===== config.mk =====
export PLATFORM = sky130hd
export DESIGN_NAME = ftg_timing_gen
export DESIGN_NICKNAME = d
export VERILOG_FILES = /design/src/rtl/ftg_pkg.sv /design/src/rtl/ftg_timing_gen.sv /design/src/rtl/ftg_updown_stage.sv
export SDC_FILE = /design/constraint.sdc
export NUM_CORES = 1
export LEC_CHECK = 0
export BUFFER_PORTS_ARGS = -buffer_cell sky130_fd_sc_hd__buf_2
export CORE_UTILIZATION = 55
export CTS_CLUSTER_DIAMETER = 80
export CTS_CLUSTER_SIZE = 16
export DETAILED_ROUTE_END_ITERATION = 12
export PLACE_DENSITY = 0.88
export SLEW_MARGIN = 20
export SYNTH_ARGS = -nofsm -noshare
export SYNTH_HDL_FRONTEND = slang
export SYNTH_SLANG_ARGS = --single-unit

===== constraint.sdc =====
create_clock -name clock -period 2.2 [get_ports clock]
set_clock_uncertainty 0.1 [all_clocks]
set_input_delay 0.22 -clock clock [delete_from_list [all_inputs] [get_ports clock]]
set_output_delay 0.22 -clock clock [all_outputs]
set_load 0.005 [all_outputs]

===== src/rtl/ftg_pkg.sv =====
// shared constants for the four-phase timing generator
package ftg_pkg;
   // ------------------------------------------------------------
   // divider counts and reset values
   // ------------------------------------------------------------
   localparam logic [1:0] FTG_CNT_PH1 = 2'h0;
   localparam logic [1:0] FTG_CNT_PH2 = 2'h1;
   localparam logic [1:0] FTG_CNT_PH3 = 2'h2;
   localparam logic [1:0] FTG_CNT_PH4 = 2'h3;
   localparam logic [1:0] FTG_CNT_RST = 2'h0;
   localparam int FTG_CHAIN_STAGES = 4;
   localparam logic [3:0] FTG_CHAIN_RST = 4'h0;
   // ------------------------------------------------------------
   // probe generator states
   // ------------------------------------------------------------
   typedef enum logic [1:0] {
      FTG_PRB_IDLE = 2'b00,
      FTG_PRB_HELD = 2'b01,
      FTG_PRB_ARMED = 2'b10
   } ftg_prb_e;
endpackage : ftg_pkg


===== src/rtl/ftg_timing_gen.sv =====
// four-phase timing generator: divider, decoder, countdown, sync and probe logic
// Functional notes
// - the input clock strobe is divided by two and again by two in two stages.
// - the two stages step 00, 01, 10, 11 with one count per input strobe.
// - each strobe is decoded into phase one to four for counts 00 to 11.
// - each phase strobe is one strobe wide and repeats once per four strobes.
// - the phase strobes never coincide and split the cycle in four equal parts.
// - phase four drives a divide-by-sixteen chain giving 6.4k and 800 pps trains.
// - the 800 pps phase-four train goes out to the read counter rate logic.
// - the fast sync carries phase four, or the halved train while coarse align is on.
// - the sync output is phase two OR phase four.
// - after each probe pulse, except one merged into a pair already held or armed, one second probe comes on phase two and one third on phase three.
// - master and slave of a toggle stage are never gated in the same instant.
// - an up-down stage takes direction at phase two and counts at phase four.
// - an up-down stage gives a carry when counting up and a borrow when counting down.
// - a probe sets a holding flop, moved on at phase one, cleared by the second probe.
// - the phase four after the second and third probes clears the second flop.
`timescale 1ns/1ps
module ftg_timing_gen (
   // clock and reset
   input wire logic clock,
   input wire logic reset_n,
   // computer clock strobe and mode inputs
   input wire logic input_clock_strobe,
   input wire logic coarse_align_enable,
   input wire logic probe_pulse,
   // up-down stage inputs
   input wire logic count_up,
   input wire logic count_down,
   input wire logic count_in,
   // phase strobes
   output logic phase1_q,
   output logic phase2_q,
   output logic phase3_q,
   output logic phase4_q,
   // divided trains
   output logic div_a_q,
   output logic div_b_q,
   output logic rate_6k4_q,
   output logic rate_800_q,
   output logic fast_sync_q,
   output logic sync_25k6_q,
   // probe outputs
   output logic second_probe_pulse,
   output logic third_probe_pulse,
   // up-down stage outputs
   output logic ud_bit,
   output logic ud_carry,
   output logic ud_borrow
);
   // ------------------------------------------------------------
   // clock divider and phase decoder
   // ------------------------------------------------------------
   logic [1:0] cnt_q, cnt_d;
   logic [3:0] ph_q, ph_d;

   // one-hot phase strobe for each divider count
   function automatic logic [3:0] ftg_phase_of(input logic [1:0] count);
      logic [3:0] onehot;
      case (count)
         ftg_pkg::FTG_CNT_PH1: onehot = 4'h1;
         ftg_pkg::FTG_CNT_PH2: onehot = 4'h2;
         ftg_pkg::FTG_CNT_PH3: onehot = 4'h4;
         ftg_pkg::FTG_CNT_PH4: onehot = 4'h8;
         default: onehot = 4'h0;
      endcase
      return onehot;
   endfunction : ftg_phase_of

   // one count per strobe; the decode uses the count held before the step
   // the strobe is taken as one cycle wide: a wider one would step the count
   // on every cycle it stands, so it must be shortened upstream
   always_comb begin
      cnt_d = cnt_q;
      ph_d = 4'h0;
      if (input_clock_strobe) begin
         cnt_d = cnt_q + 2'h1;
         ph_d = ftg_phase_of(cnt_q);
      end
   end

   // one-hot strobes can never overlap and last one cycle
   always_ff @(posedge clock or negedge reset_n) begin
      if (!reset_n) begin
         cnt_q <= ftg_pkg::FTG_CNT_RST;
         ph_q <= 4'h0;
      end else begin
         cnt_q <= cnt_d;
         ph_q <= ph_d;
      end
   end

   // ------------------------------------------------------------
   // countdown chain and sync trains
   // ------------------------------------------------------------
   logic [ftg_pkg::FTG_CHAIN_STAGES-1:0] master_q, master_d;
   logic [ftg_pkg::FTG_CHAIN_STAGES-1:0] slave_q, slave_d;
   logic rate_6k4_d, rate_800_d, fast_sync_d, sync_d;

   // toggle request per stage: a stage flips once all lower stages hold ones
   function automatic logic [ftg_pkg::FTG_CHAIN_STAGES-1:0] ftg_ripple(
      input logic [ftg_pkg::FTG_CHAIN_STAGES-1:0] count
   );
      logic [ftg_pkg::FTG_CHAIN_STAGES-1:0] carry;
      carry[0] = 1'b1;
      for (int i = 1; i < ftg_pkg::FTG_CHAIN_STAGES; i++) begin
         carry[i] = carry[i-1] & count[i-1];
      end
      return carry;
   endfunction : ftg_ripple

   // masters toggle on phase four, slaves copy them on phase one; the two
   // gates never meet, so only one flop of a stage moves in any cycle
   always_comb begin
      master_d = master_q;
      slave_d = slave_q;
      rate_6k4_d = 1'b0;
      rate_800_d = 1'b0;
      if (ph_q[3]) begin
         master_d = slave_q ^ ftg_ripple(slave_q);
         rate_6k4_d = slave_q[0];
         rate_800_d = &slave_q;
      end
      if (ph_q[0]) begin
         slave_d = master_q;
      end
      fast_sync_d = coarse_align_enable ? rate_6k4_d : ph_q[3];
      sync_d = ph_q[1] | ph_q[3];
   end

   // registers
   always_ff @(posedge clock or negedge reset_n) begin
      if (!reset_n) begin
         master_q <= ftg_pkg::FTG_CHAIN_RST;
         slave_q <= ftg_pkg::FTG_CHAIN_RST;
         rate_6k4_q <= 1'b0;
         rate_800_q <= 1'b0;
         fast_sync_q <= 1'b0;
         sync_25k6_q <= 1'b0;
      end else begin
         master_q <= master_d;
         slave_q <= slave_d;
         rate_6k4_q <= rate_6k4_d;
         rate_800_q <= rate_800_d;
         fast_sync_q <= fast_sync_d;
         sync_25k6_q <= sync_d;
      end
   end

   // ------------------------------------------------------------
   // probe generator
   // ------------------------------------------------------------
   logic hold_q, hold_d;
   logic arm_q, arm_d;
   logic p2_d, p3_d;

   // hold flop catches a probe at any time; set wins over clear
   // limitation: a probe landing after phase one of a cycle that already
   // fires the pair is swept away by the second probe and merges with it
   always_comb begin
      hold_d = hold_q;
      arm_d = arm_q;
      p2_d = ph_d[1] && arm_q;
      p3_d = ph_d[2] && arm_q;
      if (p2_d) begin
         hold_d = 1'b0;
      end
      if (probe_pulse) begin
         hold_d = 1'b1;
      end
      if (ph_d[0]) begin
         arm_d = hold_q;
      end else if (ph_d[3]) begin
         arm_d = 1'b0;
      end
   end

   // registers
   always_ff @(posedge clock or negedge reset_n) begin
      if (!reset_n) begin
         hold_q <= 1'b0;
         arm_q <= 1'b0;
         second_probe_pulse <= 1'b0;
         third_probe_pulse <= 1'b0;
      end else begin
         hold_q <= hold_d;
         arm_q <= arm_d;
         second_probe_pulse <= p2_d;
         third_probe_pulse <= p3_d;
      end
   end

   // ------------------------------------------------------------
   // output mapping and up-down stage
   // ------------------------------------------------------------
   // strobes and divider bits come straight from their flops
   assign phase1_q = ph_q[0];
   assign phase2_q = ph_q[1];
   assign phase3_q = ph_q[2];
   assign phase4_q = ph_q[3];
   assign div_a_q = cnt_q[0];
   assign div_b_q = cnt_q[1];

   // example read-counter stage timed by the phase strobes
   ftg_updown_stage u_stage (
      .clock(clock),
      .reset_n(reset_n),
      .phase2(ph_q[1]),
      .phase4(ph_q[3]),
      .count_up(count_up),
      .count_down(count_down),
      .count_in(count_in),
      .bit_q(ud_bit),
      .carry_q(ud_carry),
      .borrow_q(ud_borrow)
   );
endmodule : ftg_timing_gen


===== src/rtl/ftg_updown_stage.sv =====
// one up-down counter stage with carry and borrow pulses
`timescale 1ns/1ps
module ftg_updown_stage (
   // clock and reset
   input wire logic clock,
   input wire logic reset_n,
   // phase strobes
   input wire logic phase2,
   input wire logic phase4,
   // direction levels and count request
   input wire logic count_up,
   input wire logic count_down,
   input wire logic count_in,
   // stage outputs
   output logic bit_q,
   output logic carry_q,
   output logic borrow_q
);
   logic dir_up_q, dir_up_d;
   logic bit_d, carry_d, borrow_d;

   // direction latched only at phase 2, count applied at phase 4
   always_comb begin
      dir_up_d = dir_up_q;
      bit_d = bit_q;
      carry_d = 1'b0;
      borrow_d = 1'b0;
      if (phase2 && (count_up != count_down)) begin
         dir_up_d = count_up;
      end
      if (phase4 && count_in) begin
         bit_d = ~bit_q;
         carry_d = dir_up_q && bit_q;
         borrow_d = !dir_up_q && !bit_q;
      end
   end

   // registers
   always_ff @(posedge clock or negedge reset_n) begin
      if (!reset_n) begin
         dir_up_q <= 1'b1;
         bit_q <= 1'b0;
         carry_q <= 1'b0;
         borrow_q <= 1'b0;
      end else begin
         dir_up_q <= dir_up_d;
         bit_q <= bit_d;
         carry_q <= carry_d;
         borrow_q <= borrow_d;
      end
   end
endmodule : ftg_updown_stage


==> summary.txt <==
Critical path
  • Element type at the critical path end: flop
  • Critical path cell sequence: ha_1 -> ha_1 -> mux2_2
  • FF-to-FF End: master_q[2]
  • R2R Setup Slk: 0.83 ns
  • CP Data Required Time: 2.31 ns
  • Family with the most delay on the worst path: adder cells
  • Reg2Reg Depth: 3
  • Critical path type: flop to flop
  • Cell mode on critical path: ha_1
  • Crit path launch type: flop
  • CP max FO: 3
  • Buf+Inv Stages, Crit Path: 0
  • Worst reg2reg path startpoint: slave_q[0]
  • Slowest cell on crit path: dfrtp_1
  • CP max stage delay: 0.42 ns
  • Critical path data arrival time: 1.48 ns

GRT
  • Total gr overflow: 0
  • Vias in the first global route: 562
  • Initial antenna violation count: 0
  • Tot GR Track Use: 16.82%
  • Largest net degree at the start of global routing: 27
  • First-pass GRT wire length: 2346 microns

Synth
  • Synth top area share: 61.73%
  • Commonest cells in the netlist: dfrtp_1 (25), ha_1 (6), mux2_2 (6)
  • Ys async rst share: 100.0%
  • Syn avg cell area: 13.88 sq um
  • Area contributors post-synth: dfrtp_1 (62%), ha_1 (7.4%), mux2_2 (6.7%)
  • Cell taking the most area after synthesis: dfrtp_1
  • Post-Syn Area: 1013 sq um
  • Synth warn: 0
  • Mapped Nets: 87
  • Post-synth EDFFs: 0
  • Sequential area share after synthesis: 64.32%
  • Most instantiated library cell after synthesis: dfrtp_1
  • Top_reg_cell synth: dfrtp_1
  • Synth Register Bits: 26
  • Synthesized netlist cell count: 73
  • Netlist cell types: 25

STA
  • Fmax: 730.0 MHz
  • RSZ-0062 raised after global routing: false
  • Fin crit share: 62.27%
  • Sum of negative setup slack: 0 ns
  • Final setup viols: 0
  • Max Slew Vio Count: 0
  • Relative slew slack: 64.35%
  • Final min period: 1.370 ns
  • Hold Vio Cnt, Final: 0
  • Actual slew at the worst max-slew pin: 0.5347 ns

Clocking
  • Sink Count: 26
  • Clock transition at path regs: 0.12 ns
  • Clk buf depth: 2
  • Root Buffer: clkbuf_4
  • Clock buffer count from CTS: 3
  • Hold Buf Count CTS: 4
  • H-tree Lvls: 1
  • Setup bufs post-CTS: 0
  • Cells resized by post-CTS repair: 0
  • CTS tree: yes
  • Later-pin clock latency in the skew report: 0.30 ns

Layout
  • Ant. Diodes: 0
  • Fraction of layout cells with a size suffix above 1: 39.60%
  • Finished Core Util: 70.22%
  • Final instance area: 1212 sq um
  • Fill count: 132
  • Final net count: 116
  • Cell Count, Final, Fillers Out: 126
  • Synthesis-to-finish area growth: 19.63%

Hold path
  • Hold path start: input_clock_strobe
  • HP Class: primary input to flop
  • WHS Path Cells: 2
  • End point of the worst hold path: cnt_q[0]

Floorplanning
  • Initial Utilization: 58.70%
  • Chip Width: 44.93 microns
  • Die Y: 44.93 microns
  • I/O pin count: 23
  • Die area: 2018 sq um
  • Core Area: 1727 sq um
  • Site Rows: 15

Placement
  • Final Wtd Congestion: 0.7335
  • DP HPWL: 1097 microns
  • Placed Cells: 118
  • Port bufs: 22
  • Cell Area, Placed: 1136 sq um

Power and ir drop
  • Max IR drop VDD: 0.0008342 V
  • Leakage: 0.6466 nW
  • Pwr Total: 1.373 mW
  • Pwr dens: 1132 nW/um^2

Status
  • Status: completed

Route
  • Drt wl/cell: 11.40 microns
  • DR WL met2: 748 microns
  • Drt first pass iters: 4
  • Initial drt markers: 4
  • Drt drc: 0
  • Antenna Nets Post-Route: 0
  • Wire length on met3: 60 microns
  • Via density: 4.786
  • DR vias: 603
  • Top routing layer used: met4
  • M1 WL: 615 microns
  • Drt total wl: 1437 microns

Flow run
  • Max-cap violations: 0
==> placed cells by master, fill, tap and decap left out, drive strengths merged, types with 2 or more instances in the layout <==
master / n
and2: 5
a21oi: 2
inv: 4
nand2: 4
nor2: 2
buf: 22
xnor2: 2
o21ai: 3
clkbuf: 4
ha: 6
and3: 2
mux2: 6
dlygate4sd3: 4
dfrtp: 25
==> report_power, final <==
part / switching (mW) / internal [mW] / leakage (nW) / total (mW)
combinational: 0.161 / 0.224 / 0.299 / 0.384
clock: 0.124 / 0.101 / 0.0210 / 0.225
sequential: 0.125 / 0.638 / 0.327 / 0.763
==> metal layers <==
layer	track usage (%)	vias to the layer above
met3	4.800	2
met1	20.00	281
met5	0	-
met4	7.273	0
met2	28.41	19
li1	-	301
==> cell type report <==
cell class              instances  area, sq um  area share [%]
clock buffers                   4        36.28           2.993
inverters                       4        15.01           1.238
repair buffers                 26        150.1           12.38
multi-input cells              41        327.8           27.04
well taps                      25        31.28           2.580
flip-flops and latches         26        651.9           53.77
==> kinds of logic (layout without fill, tap and decap cells) <==
| logic type | Yosys count | in the layout | synth area share, % |
|---|---|---|---|
| buffers and inverters | 6 | 34 | 3.333 |
| AO/OA/AOI/OAI | 9 | 9 | 5.679 |
| adder cells (fa/ha/maj) | 6 | 6 | 7.407 |
| multiplexers | 6 | 6 | 6.666 |
| XOR/XNOR | 3 | 3 | 2.593 |
| flip-flops | 26 | 26 | 64.32 |
| AND/OR/NAND/NOR | 17 | 17 | 10.00 |
==> state kept, by name (all words and copies together) (netlist names) <==
name and flops:
fast_sync_q 1, u_stage.borrow_q 1, cnt_q 2, hold_q 1, u_stage.bit_q 1, arm_q 1
rate_6k4_q 1, slave_q 4, sync_25k6_q 1, third_probe_pulse 1, rate_800_q 1, ph_q 4
u_stage.carry_q 1, master_q 4, second_probe_pulse 1, u_stage.dir_up_q 1
==> per-stage QoR <==
step	hold slack (ns)	setup WS [ns]
after floorplan	-0.1756	0.9056
after global placement	0.1332	0.8916
after detailed placement	0.1293	0.8392
after CTS	0.08450	0.8217
after global routing	0.08282	0.7510
final	0.09174	0.8301
==> how the worst max path moves through the flow <==
stage | startpoint | end | slack [ns] | cells after the start
6_report | slave_q[0] | master_q[2] | 0.83 | 3
3_3_place_gp | slave_q[0] | master_q[2] | 0.89 | 3
4_1_cts | slave_q[0] | master_q[2] | 0.82 | 3
2_1_floorplan | slave_q[0] | master_q[2] | 0.91 | 3
3_5_place_dp | slave_q[0] | master_q[2] | 0.84 | 3
5_1_grt | ph_q[3] | phase4_q | 0.75 | 1
No activity file was read; power rests on OpenSTA's default activity.
